### config.mk
export PLATFORM = sky130hd
export DESIGN_NAME = fes_host
export DESIGN_NICKNAME = d
export VERILOG_FILES = /design/src/verilog/fes_pkg.sv /design/src/verilog/fes_host.sv /design/src/verilog/fes_sync.sv
export SDC_FILE = /design/constraint.sdc
export NUM_CORES = 1
export LEC_CHECK = 0
export ABC_AREA = 1
export ABC_CLOCK_PERIOD_IN_PS = 2500
export BUFFER_PORTS_ARGS = -buffer_cell sky130_fd_sc_hd__buf_2
export CAP_MARGIN = 20
export CELL_PAD_IN_SITES_DETAIL_PLACEMENT = 0
export CELL_PAD_IN_SITES_GLOBAL_PLACEMENT = 1
export CORE_MARGIN = 2
export CORE_UTILIZATION = 47
export CTS_CLUSTER_DIAMETER = 30
export DETAILED_ROUTE_END_ITERATION = 8
export GPL_TIMING_DRIVEN = 1
export PLACE_DENSITY_LB_ADDON = 0.1
export SLEW_MARGIN = 40
export SYNTH_ARGS = -nofsm -noshare
export SYNTH_HDL_FRONTEND = slang
export SYNTH_SLANG_ARGS = --single-unit
### constraint.sdc
create_clock -name pclk -period 2.5 [get_ports pclk]
set_input_delay 0.25 -clock pclk [delete_from_list [all_inputs] [get_ports pclk]]
set_output_delay 0.25 -clock pclk [all_outputs]
set_load 0.05 [all_outputs]
### src/verilog/fes_pkg.sv
package fes_pkg;

    // command codes written on the low data byte
    localparam logic [7:0] CMD_ERASE_SETUP   = 8'h20;
    localparam logic [7:0] CMD_CONFIRM       = 8'hD0;
    localparam logic [7:0] CMD_SUSPEND       = 8'hB0;
    localparam logic [7:0] CMD_PROG_SETUP    = 8'h40;
    localparam logic [7:0] CMD_PROG_SETUP2   = 8'h10;
    localparam logic [7:0] CMD_READ_ARRAY    = 8'hFF;
    localparam logic [7:0] CMD_CLEAR_STATUS  = 8'h50;
    localparam logic [7:0] CMD_READ_STATUS   = 8'h70;

    // status byte fields
    localparam int SB_VOLT  = 3;
    localparam int SB_PERR  = 4;
    localparam int SB_EERR  = 5;
    localparam int SB_SUSP  = 6;
    localparam int SB_READY = 7;

    // apb register offsets
    localparam logic [7:0] REG_CTRL   = 8'h00;
    localparam logic [7:0] REG_ADDR   = 8'h04;
    localparam logic [7:0] REG_DATA   = 8'h08;
    localparam logic [7:0] REG_STATUS = 8'h0C;
    localparam logic [7:0] REG_RDATA  = 8'h10;
    localparam logic [7:0] REG_TIMING = 8'h14;

    // ctrl register operation codes (bits 2:0), bit 3 drives the reset pin high
    localparam logic [2:0] OP_NONE    = 3'h0;
    localparam logic [2:0] OP_PROGRAM = 3'h1;
    localparam logic [2:0] OP_ERASE   = 3'h2;
    localparam logic [2:0] OP_SUSPEND = 3'h3;
    localparam logic [2:0] OP_RESUME  = 3'h4;
    localparam logic [2:0] OP_CLEAR   = 3'h5;
    localparam logic [2:0] OP_READ    = 3'h6;
    localparam logic [2:0] OP_POLL    = 3'h7;
    localparam int CTRL_RPN_BIT = 3;

    // bus timing: strobe low and recovery times in ns, turned into cycles
    localparam int CLK_NS          = 40;
    localparam int STROBE_NS       = 100;
    localparam int STROBE_CYC      = (STROBE_NS + CLK_NS - 1) / CLK_NS;
    localparam int RECOVERY_NS     = 1000;
    localparam int RECOVERY_CYC    = (RECOVERY_NS + CLK_NS - 1) / CLK_NS;
    localparam int CNT_W           = 8;
    localparam logic [31:0] TIMING_RST = 32'h0000_0000;
    localparam logic [31:0] CTRL_RST   = 32'h0000_0000;

    typedef enum logic [5:0] {
        FES_IDLE  = 6'b000001,
        FES_SETUP = 6'b000010,
        FES_LOW   = 6'b000100,
        FES_HIGH  = 6'b001000,
        FES_RDLOW = 6'b010000,
        FES_WAIT  = 6'b100000
    } fes_bus_e;

endpackage

### src/verilog/fes_host.sv
`timescale 1ns/1ps
// Function
// RQ1 - erase is requested per block only; no single-location erase is offered
// RQ2 - erase block is chosen by any address inside it
// RQ3 - erase issues setup 20h then confirm D0h back to back
// RQ4 - device latches erase codes on first rising edge of chip-select or write strobe
// RQ5 - block address is presented again during the confirm write
// RQ6 - device runs the erase sequence alone after confirm
// RQ7 - during erase only status read and suspend are issued
// RQ8 - suspend writes B0h during an erase
// RQ9 - while suspended only read-array, read-status and resume are issued
// RQ10 - software should read only other blocks while suspended
// RQ11 - resume writes D0h while suspended
// RQ12 - device drops to power save after 200 ns without a new address
// RQ13 - device holds last read data in power save
// RQ14 - reset pin low resets the device machine and status
// RQ15 - no commands are issued while the reset pin is low
// RQ16 - operations cut by reset must be repeated by software
// RQ17 - host waits a recovery time after raising the reset pin
// RQ18 - program writes 40h or 10h then data at the same address
// RQ19 - each status poll toggles output enable and chip select
// RQ20 - software clears the voltage flag before further program or erase
// RQ21 - program error stays until clear status, further programs allowed
// RQ22 - read operation writes FFh to return to read-array mode
// RQ23 - host waits for the ready flag before new operations
// RQ24 - clear status writes 50h
// RQ25 - status read writes 70h then reads the status byte
// RQ26 - erase error persists until clear status
// RQ27 - bad confirm makes device flag errors and enter status mode
module fes_host
    import fes_pkg::*;
(
    input  wire logic        pclk,
    input  wire logic        presetn,
    input  wire logic        psel,
    input  wire logic        penable,
    input  wire logic        pwrite,
    input  wire logic [7:0]  paddr,
    input  wire logic [31:0] pwdata,
    output logic      [31:0] prdata,
    output logic             pready,
    output logic             pslverr,
    output logic      [19:0] flash_addr,
    input  wire logic [15:0] flash_dq_i,
    output logic      [15:0] flash_dq_o,
    output logic             flash_dq_oe,
    output logic             flash_ce_n,
    output logic             flash_oe_n,
    output logic             flash_we_n,
    output logic             reset_powerdown_n
);
    logic [31:0] ctrl_q;
    logic [19:0] addr_q;
    logic [15:0] data_q;
    logic [15:0] rdata_q;
    logic [7:0]  status_q;
    logic [7:0]  gap_q;
    logic [31:0] prdata_q;
    logic        pslverr_q;
    logic        busy_q;
    logic        suspended_q;
    logic        erasing_q;
    logic        rec_done_q;
    logic [CNT_W-1:0] rec_cnt_q;
    logic [15:0] dq_sync;

    // sequencer: a queue of up to two bus writes and an optional read
    fes_bus_e    st_q;
    logic [1:0]  nwr_q;
    logic [1:0]  widx_q;
    logic [15:0] w0_q;
    logic [15:0] w1_q;
    logic        do_read_q;
    logic        read_is_status_q;
    logic [CNT_W-1:0] cnt_q;

    logic wr_acc;
    logic start;
    logic [2:0] op;
    logic op_ok;

    fes_sync #(.W(16)) u_sync
    (
        .pclk    (pclk),
        .presetn (presetn),
        .pin_i   (flash_dq_i),
        .pin_o   (dq_sync)
    );

    assign wr_acc = psel && penable && pwrite;
    assign op     = pwdata[2:0];
    assign start  = wr_acc && (paddr == REG_CTRL) && !busy_q && (op != OP_NONE);

    // legality of a requested operation in the current device mode
    always_comb
    begin
        op_ok = 1'b0;
        if (rec_done_q && reset_powerdown_n && pwdata[CTRL_RPN_BIT]) // RQ15 RQ17
        begin
            if (erasing_q)
                op_ok = (op == OP_SUSPEND) || (op == OP_POLL); // RQ7
            else if (suspended_q)
                op_ok = (op == OP_RESUME) || (op == OP_READ) || (op == OP_POLL); // RQ9 RQ10
            else
                op_ok = (op != OP_SUSPEND) && (op != OP_RESUME)
                        && !(status_q[SB_VOLT] && (op == OP_PROGRAM || op == OP_ERASE)); // RQ20
        end
    end

    // apb slave: zero wait states, errors on unmapped offsets
    assign pready = 1'b1;
    assign prdata = prdata_q;
    assign pslverr = pslverr_q;

    always_ff @(posedge pclk or negedge presetn)
    begin
        if (!presetn)
        begin
            prdata_q  <= '0;
            pslverr_q <= 1'b0;
        end
        else if (psel && !penable)
        begin
            pslverr_q <= 1'b0;
            prdata_q  <= '0;
            unique case (paddr)
                REG_CTRL:   prdata_q <= ctrl_q;
                REG_ADDR:   prdata_q <= {12'h000, addr_q};
                REG_DATA:   prdata_q <= {16'h0000, data_q};
                REG_STATUS: prdata_q <= {20'h00000, rec_done_q, erasing_q, suspended_q,
                                         busy_q, status_q};
                REG_RDATA:  prdata_q <= {16'h0000, rdata_q};
                REG_TIMING: prdata_q <= {24'h000000, gap_q};
                default:    pslverr_q <= 1'b1;
            endcase
        end
    end

    // software-written registers
    always_ff @(posedge pclk or negedge presetn)
    begin
        if (!presetn)
        begin
            ctrl_q <= CTRL_RST;
            addr_q <= '0;
            data_q <= '0;
            gap_q  <= TIMING_RST[7:0];
        end
        else if (wr_acc)
        begin
            if (paddr == REG_CTRL)
                ctrl_q <= {28'h0000000, pwdata[3:0]};
            if (paddr == REG_ADDR && !busy_q)
                addr_q <= pwdata[19:0]; // RQ2
            if (paddr == REG_DATA && !busy_q)
                data_q <= pwdata[15:0];
            if (paddr == REG_TIMING)
                gap_q <= pwdata[7:0];
        end
    end

    // reset pin follows ctrl bit; a low request waits for the pin sequence to end,
    // so no strobe is ever cut short; recovery count after each rise
    always_ff @(posedge pclk or negedge presetn)
    begin
        if (!presetn)
        begin
            reset_powerdown_n <= 1'b0;
            rec_cnt_q         <= '0;
            rec_done_q        <= 1'b0;
        end
        else
        begin
            reset_powerdown_n <= ctrl_q[CTRL_RPN_BIT] || (reset_powerdown_n && st_q != FES_IDLE);
            if (!reset_powerdown_n)
            begin
                rec_cnt_q  <= '0;
                rec_done_q <= 1'b0; // RQ14
            end
            else if (!rec_done_q)
            begin
                rec_cnt_q <= rec_cnt_q + 1'b1;
                if (rec_cnt_q == CNT_W'(RECOVERY_CYC - 1))
                    rec_done_q <= 1'b1; // RQ17
            end
        end
    end

    // mirror of device mode; a reset pulse drops erase/suspend state
    always_ff @(posedge pclk or negedge presetn)
    begin
        if (!presetn)
        begin
            erasing_q   <= 1'b0;
            suspended_q <= 1'b0;
            status_q    <= '0;
        end
        else if (!reset_powerdown_n)
        begin
            erasing_q   <= 1'b0; // RQ16
            suspended_q <= 1'b0;
            status_q    <= '0;
        end
        else
        begin
            if (start && op_ok)
            begin
                if (op == OP_ERASE)
                    erasing_q <= 1'b1;
                if (op == OP_RESUME)
                begin
                    suspended_q <= 1'b0; // RQ11
                    erasing_q   <= 1'b1;
                end
            end
            if (st_q == FES_WAIT && do_read_q && read_is_status_q) // clear has no read
            begin
                status_q <= dq_sync[7:0]; // RQ25
                if (dq_sync[SB_READY])    // RQ23
                begin
                    erasing_q   <= 1'b0;
                    suspended_q <= dq_sync[SB_SUSP] && (erasing_q || suspended_q);
                end
            end
        end
    end

    // busy and command queue loading
    always_ff @(posedge pclk or negedge presetn)
    begin
        if (!presetn)
        begin
            busy_q           <= 1'b0;
            nwr_q            <= '0;
            w0_q             <= '0;
            w1_q             <= '0;
            do_read_q        <= 1'b0;
            read_is_status_q <= 1'b0;
        end
        else if (start && op_ok)
        begin
            busy_q           <= 1'b1;
            do_read_q        <= 1'b1;
            read_is_status_q <= 1'b1;
            nwr_q            <= 2'd1;
            w1_q             <= '0;
            unique case (op)
                OP_PROGRAM:
                begin
                    w0_q  <= {8'h00, CMD_PROG_SETUP}; // RQ18
                    w1_q  <= data_q;
                    nwr_q <= 2'd2;
                end
                OP_ERASE:
                begin
                    w0_q  <= {8'h00, CMD_ERASE_SETUP}; // RQ1 RQ3
                    w1_q  <= {8'h00, CMD_CONFIRM};     // RQ5
                    nwr_q <= 2'd2;
                end
                OP_SUSPEND: w0_q <= {8'h00, CMD_SUSPEND};      // RQ8
                OP_RESUME:  w0_q <= {8'h00, CMD_CONFIRM};      // RQ11
                OP_CLEAR:   w0_q <= {8'h00, CMD_CLEAR_STATUS}; // RQ24
                OP_POLL:    w0_q <= {8'h00, CMD_READ_STATUS};  // RQ25
                OP_READ:
                begin
                    w0_q             <= {8'h00, CMD_READ_ARRAY}; // RQ22
                    read_is_status_q <= 1'b0;
                end
                default: w0_q <= {8'h00, CMD_READ_STATUS};
            endcase
            if (op == OP_CLEAR)
                do_read_q <= 1'b0;
        end
        else if (st_q == FES_WAIT && cnt_q == '0)
            busy_q <= 1'b0;
    end

    // pin sequencer: each write pulses ce/we; read pulses ce/oe fresh each time (RQ19)
    always_ff @(posedge pclk or negedge presetn)
    begin
        if (!presetn)
        begin
            st_q        <= FES_IDLE;
            cnt_q       <= '0;
            widx_q      <= '0;
            flash_addr  <= '0;
            flash_dq_o  <= '0;
            flash_dq_oe <= 1'b0;
            flash_ce_n  <= 1'b1;
            flash_oe_n  <= 1'b1;
            flash_we_n  <= 1'b1;
            rdata_q     <= '0;
        end
        else
        begin
            unique case (st_q)
                FES_IDLE:
                    if (start && op_ok)
                    begin
                        st_q   <= FES_SETUP;
                        widx_q <= '0;
                    end
                FES_SETUP:
                begin
                    flash_addr  <= addr_q; // RQ2 RQ18
                    flash_dq_o  <= (widx_q == 2'd0) ? w0_q : w1_q;
                    flash_dq_oe <= 1'b1;
                    flash_ce_n  <= 1'b0;
                    flash_we_n  <= 1'b0;
                    cnt_q       <= CNT_W'(STROBE_CYC);
                    st_q        <= FES_LOW;
                end
                FES_LOW:
                    if (cnt_q == '0)
                    begin
                        flash_we_n <= 1'b1; // RQ4
                        flash_ce_n <= 1'b1;
                        cnt_q      <= gap_q + CNT_W'(1);
                        widx_q     <= widx_q + 2'd1;
                        st_q       <= FES_HIGH;
                    end
                    else
                        cnt_q <= cnt_q - 1'b1;
                FES_HIGH:
                    if (cnt_q != '0)
                        cnt_q <= cnt_q - 1'b1;
                    else if (widx_q < nwr_q)
                        st_q <= FES_SETUP; // RQ3
                    else if (do_read_q)
                    begin
                        flash_dq_oe <= 1'b0;
                        flash_ce_n  <= 1'b0;
                        flash_oe_n  <= 1'b0;
                        cnt_q       <= CNT_W'(STROBE_CYC + 4); // covers four-flop input delay
                        st_q        <= FES_RDLOW;
                    end
                    else
                    begin
                        flash_dq_oe <= 1'b0;
                        st_q        <= FES_WAIT;
                    end
                FES_RDLOW:
                    if (cnt_q == '0)
                    begin
                        rdata_q    <= dq_sync;
                        flash_ce_n <= 1'b1;
                        flash_oe_n <= 1'b1; // RQ19
                        st_q       <= FES_WAIT;
                    end
                    else
                        cnt_q <= cnt_q - 1'b1;
                FES_WAIT:
                    st_q <= FES_IDLE;
                default:
                    st_q <= FES_IDLE;
            endcase
        end
    end
endmodule

### src/verilog/fes_sync.sv
`timescale 1ns/1ps
// three-stage pin synchroniser; a bit changes once stages two and three agree
module fes_sync
    import fes_pkg::*;
#(
    parameter int W = 16
)
(
    input  wire logic         pclk,
    input  wire logic         presetn,
    input  wire logic [W-1:0] pin_i,
    output logic      [W-1:0] pin_o
);
    logic [W-1:0] s1_q;
    logic [W-1:0] s2_q;
    logic [W-1:0] s3_q;
    logic [W-1:0] out_q;

    // stage one is read only by stage two
    always_ff @(posedge pclk or negedge presetn)
    begin
        if (!presetn)
        begin
            s1_q  <= '0;
            s2_q  <= '0;
            s3_q  <= '0;
            out_q <= '0;
        end
        else
        begin
            s1_q <= pin_i;
            s2_q <= s1_q;
            s3_q <= s2_q;
            for (int i = 0; i < W; i++)
            begin
                if (s2_q[i] == s3_q[i])
                    out_q[i] <= s3_q[i];
            end
        end
    end

    assign pin_o = out_q;
endmodule
==> out/results.txt, run 1 <==
Outcome: complete, no violations
Final nets: 1429
Die ar.: 0.0238 mm2
Most frequent cells in the layout: 381 x nand2_1, 247 x dfrtp_1, 109 x buf_2
Worst-skew pair later-pin latency: 0.55 ns
Endpoint class of the critical path: flip-flop
EDFF count, synth: 0
Reg clk slew, reported paths: 0.05 ns
Die height: 154 um
Max_cap viols: 0
Hold Fails Final Rpt: 0
Clock root buffer: clkbuf_16
Crit-path cells: inv_1, ha_1, nand3_1, nor2_1, buf_4, nand3_1, nand2_1, a21oi_2, nand2_1, nand2_1
Setup CP Type: flip-flop to flip-flop
CP max FO: 8
Area of the multi-input gates: 0.00366 mm2
Commonest non-fill, non-tap cell in the layout: nand2_1
PwrDens: 879 mW/mm2
Die Wd: 154 um
Setup_tns: 0 ns
Vias in the first global route: 8036
First-iteration detailed-routing DRC count: 515
CP most frequent cell: nand2_1
TritonCTS Buffers: 53
RSZ-0062 raised after global routing: no
Max Fclk: 495 MHz
Synthesized area: 0.0106 mm2
Critical-path top delay cell: dfrtp_1
Worst R2R Setup Slack: 0.48 ns
Clock Tree Buf Depth: 3
Detailed Routing Iterations Pass 1: 5
#FFs+latches synth: 251
Port Buffers: 110
N_diodes: 0
Critical path's largest stage delay: 0.37 ns
M1 GR Usage: 32.7%
Layout cells sized above 1: 18.8%
Final setup fails: 0
Ys async rst share: 100%
CP arrival: 2.46 ns
Post-CTS Setup Inserts: 0
# clock sinks: 251
Initial core utilization: 47.4%
Area growth syn-to-layout: 29.8%
Gpl congestion: 0.842
CTS tree: done
Max_slew headroom: 62.4%
CORE AREA: 0.0224 mm2
DRC Markers: 0
Fillers: 1938
First-pass GRT wire length: 43300 um
GRT met2 Usage: 36.7%
Min Tclk post-route: 2.02 ns
Average wire per standard cell: 15.6 um
Initial antenna violation count: 0
Post-synth cell types: 41
Final global-route overflow total: 0
Vias: 8285
# IOs: 136
Post-Syn Instances: 1185
Synthesized area per cell: 8.96 um2
Largest net degree at the start of global routing: 72
HPWL Detailed: 18600 um
GRT Total Usage: 23.1%
Worst-Margin Slew: 0.564 ns
CP Data Required Time: 2.94 ns
FF+latch area: 0.00629 mm2
Top FF cell, synth: dfrtp_1
Final slew viol count: 0
Mean number of vias per cell: 4.90
Routed Antenna Nets: 0
Final clock skew: 0.0156 ns
Register area share after synthesis: 59.2%
GR peak layer: met2
H-Tree Depth: 2
Max VDD drop: 0.000528 V
Synthesis Warnings: 0
Met3 global-route usage: 4.03%
Hold Path Class: input port to flip-flop
Resized cells post-CTS: 0
Drt total wl: 26400 um
Min Hold Slack: 0.0228 ns
Rows: 55
Final period util: 80.8%
Crit start category: flip-flop
Pleak: 0.00705 uW
layout make-up:
cell class | count | area share [%]
Inverter | 116 | 3.18
Sequential cell | 251 | 45.6
Multi-Input combinational cell | 778 | 26.6
Clock buffer | 62 | 10.3
Tap cell | 285 | 2.59
Timing Repair Buffer | 162 | 7.75
Clock inverter | 37 | 4.02
registers in the layout, indices dropped and copies added (netlist names), 2 cells and up:
register      count
u_sync.s2_q      16
rec_cnt_q         8
cnt_q             8
flash_addr       20
prdata           20
u_sync.s3_q      16
w0_q              5
status_q          8
data_q           16
rdata_q          16
nwr_q             2
u_sync.s1_q      16
w1_q             16
addr_q           20
gap_q             8
ctrl_q            4
st_q              6
flash_dq_o       16
widx_q            2
u_sync.pin_o     16
synth_stat cells, types with 3 or more instances:
library cell  instances  area [um2]
nand2_2               5        31.3
nor2_2                3        18.8
clkinv_1              3        11.3
inv_1               106         398
nand3_2               8        80.1
nand4_1               9        56.3
buf_4                13        97.6
inv_2                 6        22.5
nor2_4                3        33.8
o21ai_2               4        35.0
nor2_1               59         221
nand3_1              83         415
nor3_1               12        60.1
clkbuf_1             16        60.1
a21oi_1              17        85.1
maj3_1               16         160
o31ai_1               9        67.6
dfrtp_1             247        6180
ha_1                  6        75.1
dfstp_2               4         105
o21ai_1              33         165
buf_2                19        95.1
xor2_1                7        61.3
o21ai_0              94         470
nand2_1             381        1430
path summary, 6_finish.rpt:
path,startpoint,to,cells past startpoint
min in group asynchronous,presetn,flash_dq_o[13]$_DFFE_PN0P_,2
worst min-delay path,pwdata[6],addr_q[6]$_DFFE_PN0P_,3
max in group asynchronous,presetn,flash_we_n$_DFFE_PN1P_,3
worst max register to register,cnt_q[0]$_DFFE_PN0P_,cnt_q[3]$_DFFE_PN0P_,10
worst min register to register,u_sync.s1_q[11]$_DFF_PN0_,u_sync.s2_q[11]$_DFF_PN0_,0
worst max-delay path,cnt_q[0]$_DFFE_PN0P_,cnt_q[3]$_DFFE_PN0P_,10
report_power, final:
part	internal (uW)	total (uW)	switching (uW)
combinational	114	359	245
clock	5230	7570	2340
sequential	4140	4180	38.2
cells by family after synthesis:
| logic type | count (synthesis) | synth area share [%] |
|---|---|---|
| AO/OA/AOI/OAI | 166 | 8.40 |
| XOR/XNOR | 8 | 0.660 |
| other | 2 | 0.0707 |
| adder cells (fa/ha/maj) | 22 | 2.21 |
| buffers and inverters | 167 | 6.75 |
| AND/OR/NAND/NOR | 569 | 22.7 |
| flip-flops | 251 | 59.2 |
layer usage:
metal | up-vias | wire length (um)
met5 | - | 0
met4 | 0 | 663
met3 | 43 | 1280
met2 | 194 | 12300
met1 | 3892 | 12100
li1 | 4156 | -
critical path: cells and delay by family (launching register included):
kind	cells	cell delay (ns)
compound gates	1	0.08
simple gates	6	0.92
flops	1	0.37
fa+ha+maj	1	0.19
buf+inv	2	0.35
timing repair:
item | in CTS | in global routing
endpoints found under the setup margin | 0 | 0
hold endpoints to repair | 104 | 0
hold buffers | 32 | 0
stage by stage:
step / utilization [%] / total power [uW] / setup WS, ns / instances / cell area (um2)
global placement: 51.2 / 4570 / 0.504 / 1560 / 11500
CTS: 61.4 / 12200 / 0.479 / 1691 / 13800
finish: 61.4 / 12100 / 0.479 / 1691 / 13800
floorplan: - / 4400 / 0.745 / 1196 / 10700
global route: 61.4 / 12500 / 0.258 / 1691 / 13800
detailed placement: 51.2 / 4580 / 0.484 / 1560 / 11500
(Power assumes the default switching activity.)
==> inputs of run 2 (changes only) <==
ABC_AREA = 0   (was 1)
ABC_CLOCK_PERIOD_IN_PS = 1900   (was 2500)
clock period = 1.9 ns   (was 2.5 ns; I/O delays follow)
==> run 2 against run 1 <==
  * Sequential cell count stayed put
  * Count of clock-buffer cells in the layout is 9 lower
  * Via count is 11% lower
  * Critical path depth is 4 lower
  * Non-clock buffer count is 59 higher
  * Critical endpoint is now status_q[6]$_DFFE_PN0P_
  * Synthesized cell count is 26% lower
  * Sequential share of layout area is 1.7 points lower
  * Sequential power is 36% higher
  * Critical path type unchanged
  * Die area is 0.73% higher
  * Highest routed layer unchanged
==> out/results.txt, run 2 <==
Die height: 155 um
Combinational power share: 8.6%
Max_cap viols: 0
Synthesis Warnings: 0
CTS tree: done
Final nets: 1164
Gpl congestion: 0.822
Endpoint class of the critical path: flip-flop
CP arrival: 2.30 ns
Post-synth cell types: 70
Ys async rst share: 100%
Max VDD drop: 0.000983 V
Final clock skew: 0.0244 ns
Average wire per standard cell: 18.1 um
Final period util: 98.9%
Synthesized area: 0.0107 mm2
PwrDens: 1150 mW/mm2
Top-count cell post-synth: dfrtp_1
Largest net degree at the start of global routing: 66
Sw Share: 22.8%
Initial core utilization: 47.6%
Die Wd: 155 um
Most frequent cells in the layout: 246 x dfrtp_1, 109 x buf_2, 84 x mux2_2
Hold Fails Final Rpt: 0
N_diodes: 0
First-pass GRT wire length: 41800 um
Clock root buffer: clkbuf_16
Mean number of vias per cell: 5.22
Detailed Routing Iterations Pass 1: 4
Register area share after synthesis: 58.7%
# IOs: 136
CP max FO: 9
Worst-Margin Slew: 0.578 ns
RSZ-0062 raised after global routing: yes
Final global-route overflow total: 0
Sequential share of power: 34.4%
Worst-skew pair later-pin latency: 0.54 ns
CP Data Required Time: 2.32 ns
Net Sw Power: 3760 uW
Synthesized area per cell: 12.2 um2
H-Tree Depth: 2
Hold Path Class: input port to flip-flop
Outcome: complete, no violations
#FFs+latches synth: 251
Top FF cell, synth: dfrtp_1
Max_slew headroom: 61.3%
Yosys top cell by area: dfrtp_1
Layout cells sized above 1: 36.7%
Min Tclk post-route: 1.88 ns
DRC Markers: 0
Clk pwr share: 56.9%
TritonCTS Buffers: 48
Initial antenna violation count: 0
Area growth syn-to-layout: 33.8%
First-iteration detailed-routing DRC count: 423
Total chip power: 16500 uW
Pleak: 0.00681 uW
Rows: 55
Commonest non-fill, non-tap cell in the layout: dfrtp_1
GRT Total Usage: 22.1%
Port Buffers: 110
Synth top cells by count: 247 x dfrtp_1, 84 x mux2_2, 84 x nand2_1
Routed Antenna Nets: 0
Final setup fails: 0
Setup CP Type: flip-flop to flip-flop
EDFF count, synth: 0
Crit start category: flip-flop
Pint: 12700 uW
# clock sinks: 251
CORE AREA: 0.0225 mm2
Final slew viol count: 0
Fillers: 1743
Drt total wl: 25600 um
Clock Tree Buf Depth: 3
Post-Route Utilization: 63.6%
Vias: 7406
HPWL Detailed: 17600 um
Vias in the first global route: 7547
Yosys top cell area share: 57.8%
Die ar.: 0.0240 mm2
Reg clk slew, reported paths: 0.05 ns
Max Fclk: 532 MHz
Synth top area cells: dfrtp_1 58%, mux2_2 8.8%, nand2_1 2.9%
Post-Syn Instances: 874
-- run 2: metal layers --
metal / up-vias / track usage (%) / share of wire, % / routed length (um)
met5: - / 0 / 0 / 0
met4: 0 / 6.57 / 2.1 / 539
met3: 39 / 3.68 / 4.1 / 1050
met2: 184 / 33.8 / 46 / 11700
met1: 3646 / 32.7 / 48 / 12400
li1: 3537 / - / - / -
-- run 2: final timing paths --
| path | cells after the start | endpoint | slack, ns | start |
|---|---|---|---|---|
| max | 6 | status_q[6]$_DFFE_PN0P_ | 0.02 | st_q[3]$_DFFE_PN0P_ |
| min | 3 | w0_q[5]$_DFFE_PN0P_ | 0.03 | pwdata[1] |
| max reg2reg | 6 | status_q[6]$_DFFE_PN0P_ | 0.02 | st_q[3]$_DFFE_PN0P_ |
| min reg2reg | 0 | u_sync.s2_q[0]$_DFF_PN0_ | 0.33 | u_sync.s1_q[0]$_DFF_PN0_ |
| max in group asynchronous | 3 | gap_q[7]$_DFFE_PN0P_ | 1.01 | presetn |
| min in group asynchronous | 2 | cnt_q[6]$_DFFE_PN0P_ | 0.22 | presetn |
-- run 2: layout make-up --
type                            instances  area, um2  area share, %
Timing Repair Buffer                  221       1610           11.3
Tap cell                              285        357           2.49
Clock buffer                           53       1260           8.80
Sequential cell                       251       6290           43.9
Clock inverter                         34        558           3.90
Multi-Input combinational cell        553       4160           29.1
Inverter                               22       82.6          0.577
-- run 2: worst max-delay path: stages (launching register included) --
cell     delay, ns
dfrtp_1       0.37
or4_4         0.53
nor3b_2       0.23
and3_4        0.23
buf_12        0.14
mux2i_2       0.21
nor2b_1       0.06
-- run 2: repair_timing --
action	4_1_cts	5_1_grt
buffers inserted	1	3
hold buffers	33	0
hold endpoints to repair	106	0
pin swaps	0	3
gates resized for setup	4	26
cloned	0	0
endpoints found under the setup margin	30	44
-- run 2: kinds of logic (layout without fill, tap and decap cells) --
group           after synthesis  in the layout  share of synthesized area [%]
flops                       251            251                           58.7
simple gates                216            216                           10.6
compound gates              169            169                           10.7
mux                         123            123                           13.1
buf+inv                      81            330                           3.86
fa+ha+maj                    22             22                           2.20
xor+xnor                     10             10                          0.818
other cells                   2             13                         0.0702
-- run 2: power groups by stage --
stage	logic, uW	registers, uW	clock network [uW]
5_1_grt	1570	5700	9800
3_5_place_dp	1260	5760	0
4_1_cts	1350	5680	9540
3_3_place_gp	1240	5760	0
6_report	1430	5680	9380
2_1_floorplan	688	5770	0
-- run 2: through the flow --
stage	hold slack (ns)	setup slack (ns)	cells	instance area (um2)	setup TNS (ns)
final	0.0306	0.0218	1419	14300	0
after floorplan	-0.106	0.00602	885	10800	0
after detailed placement	0.194	-0.0922	1295	12000	-2.01
after CTS	0.00435	0.00393	1416	14200	0
after global routing	0.0319	-0.0542	1419	14300	-0.136
after global placement	0.191	-0.0825	1295	12000	-1.60
==> inputs of run 3 (changes only) <==
CORE_ASPECT_RATIO = 0.7   (was default)
==> run 3 against run 2 <==
  * The flow now finishes with violations (setup timing)
  * Critical path depth is the same
  * Sequential share of layout area grew 0.92 points
  * Count of clock-buffer cells in the layout shrank 2
  * Critical path type unchanged
  * Sequential power is essentially flat
  * Global-route usage grew 0.070 points
  * Worst hold slack gained 0.090 ns
  * Clock skew shrank 0.0033 ns
  * Total power shrank 11%
  * Combinational power is essentially flat
  * Setup slack lost 0.028 ns
==> out/results.txt, run 3 (synthesis results as in run 2) <==
Setup CP Type: flip-flop to flip-flop
Detailed Routing Iterations Pass 1: 5
Final setup fails: 1
Max VDD drop: 0.000858 V
DRC Markers: 0
First-pass GRT wire length: 40800 um
Min Tclk post-route: 1.91 ns
CP max FO: 9
Rows: 46
H-Tree Depth: 2
Final period util: 100%
Crit start category: flip-flop
Clock Tree Buf Depth: 3
Largest delay contributor family on the critical path: simple AND/OR/NAND/NOR gates
Layout cells sized above 1: 36.3%
# IOs: 136
Crit-path cells: or4_4, nor3b_4, and3_4, buf_12, mux2i_4, nor2b_1
Max_slew headroom: 49.1%
Area growth syn-to-layout: 31.1%
CORE AREA: 0.0225 mm2
# clock sinks: 251
Outcome: finished with violations
HPWL Detailed: 18400 um
Dpl ws: -0.138 ns
Final clock skew: 0.0211 ns
Drt total wl: 26000 um
Design Area, Final: 0.0140 mm2
Clock root buffer: clkbuf_16
Pleak: 0.00668 uW
Largest net degree at the start of global routing: 64
Hold Path Class: input port to flip-flop
Die Wd: 184 um
Final nets: 1161
Die ar.: 0.0240 mm2
GRT Total Usage: 22.2%
Gpl congestion: 0.862
CP arrival: 2.31 ns
Placement Cell Area: 0.0121 mm2
Initial antenna violation count: 1
CP Data Required Time: 2.30 ns
Max Fclk: 525 MHz
Die height: 130 um
Average wire per standard cell: 18.1 um
Buf+Inv Stages, Crit Path: 1
N_diodes: 0
Port Buffers: 110
RSZ-0062 raised after global routing: yes
Vias: 7446
Mean number of vias per cell: 5.18
Min Hold Slack: 0.121 ns
Hold Fails Final Rpt: 0
Failing checks: setup timing
Setup_tns: -0.00614 ns
Routed Antenna Nets: 0
Critical path's largest stage delay: 0.55 ns
Max_cap viols: 0
Initial core utilization: 47.6%
Critical-path top delay cell: or4_4
Final slew viol count: 0
PwrDens: 1050 mW/mm2
Post-Route Utilization: 62.3%
PnR worst setup slack: -0.00614 ns
Commonest non-fill, non-tap cell in the layout: dfrtp_1
Worst-skew pair later-pin latency: 0.53 ns
Worst-Margin Slew: 0.762 ns
Vias in the first global route: 7202
Final global-route overflow total: 0
First-iteration detailed-routing DRC count: 571
Reg clk slew, reported paths: 0.06 ns
Most frequent cells in the layout: 245 x dfrtp_1, 109 x buf_2, 84 x mux2_2
CTS tree: done
Endpoint class of the critical path: flip-flop
TritonCTS Buffers: 42
[run 3: cell types whose count changed in the layout (fill, tap and decap cells not counted), sizes merged]
| cell | previous run | this run |
|---|---|---|
| dlygate4sd3 | 33 | 34 |
| buf | 188 | 190 |
| clkinv | 9 | 8 |
| inv | 27 | 34 |
| clkbuf | 53 | 51 |
| bufinv | 13 | 2 |
| clkinvlp | 7 | 2 |
[run 3: cell type report]
class,instances,area [um2]
clock buffers,51,1200
clock inverters,24,254
fillers,1805,8480
inverters,22,82.6
multi-input cells,553,4200
flip-flops and latches,251,6290
well taps,312,390
repair buffers,224,1620
[run 3: per-stage QoR]
step,std cells,power (uW)
6_report,1437,14700
2_1_floorplan,885,6460
5_1_grt,1437,15200
3_5_place_dp,1324,7010
4_1_cts,1436,14800
3_3_place_gp,1324,7000
[run 3: power by group]
part / total (uW) / switching (uW) / leakage [uW] / internal [uW]
Clock: 7610 / 2760 / 0.000712 / 4850
Sequential: 5680 / 146 / 0.00330 / 5540
Combinational: 1400 / 799 / 0.00266 / 601
Total: 14700 / 3710 / 0.00668 / 11000
[run 3: final timing paths]
| path | from | end | slack, ns | cells past startpoint |
|---|---|---|---|---|
| min in group asynchronous | presetn | u_sync.s1_q[2]$_DFF_PN0_ | 0.21 | 2 |
| max | st_q[3]$_DFFE_PN0P_ | status_q[2]$_DFFE_PN0P_ | -0.006 | 6 |
| min | pwdata[0] | data_q[0]$_DFFE_PN0P_ | 0.12 | 2 |
| max reg2reg | st_q[3]$_DFFE_PN0P_ | status_q[2]$_DFFE_PN0P_ | -0.006 | 6 |
| min reg2reg | u_sync.s1_q[9]$_DFF_PN0_ | u_sync.s2_q[9]$_DFF_PN0_ | 0.34 | 0 |
| max in group asynchronous | presetn | flash_we_n$_DFFE_PN1P_ | 0.90 | 3 |
[run 3: worst register-to-register path, delay by kind of cell, from the launching register on]
family	cells	cell delay (ns)
AND/OR/NAND/NOR	4	1.05
flip-flops	1	0.38
multiplexers	1	0.23
buffers and inverters	1	0.14
[run 3: timing repair]
item	in CTS	in global routing
gates resized for setup	9	31
hold buffers	34	0
endpoints found under the setup margin	16	37
cloned	0	0
pin swaps	1	7
hold endpoints to repair	104	0
buffers inserted	3	1
[run 3: routing by layer]
metal | track usage, % | share of wire, % | up-vias
li1 | - | - | 3553
met1 | 35.2 | 51 | 3629
met2 | 30.6 | 42 | 220
met3 | 4.61 | 5.9 | 42
met4 | 5.98 | 1.6 | 2
met5 | 0 | 0.035 | -
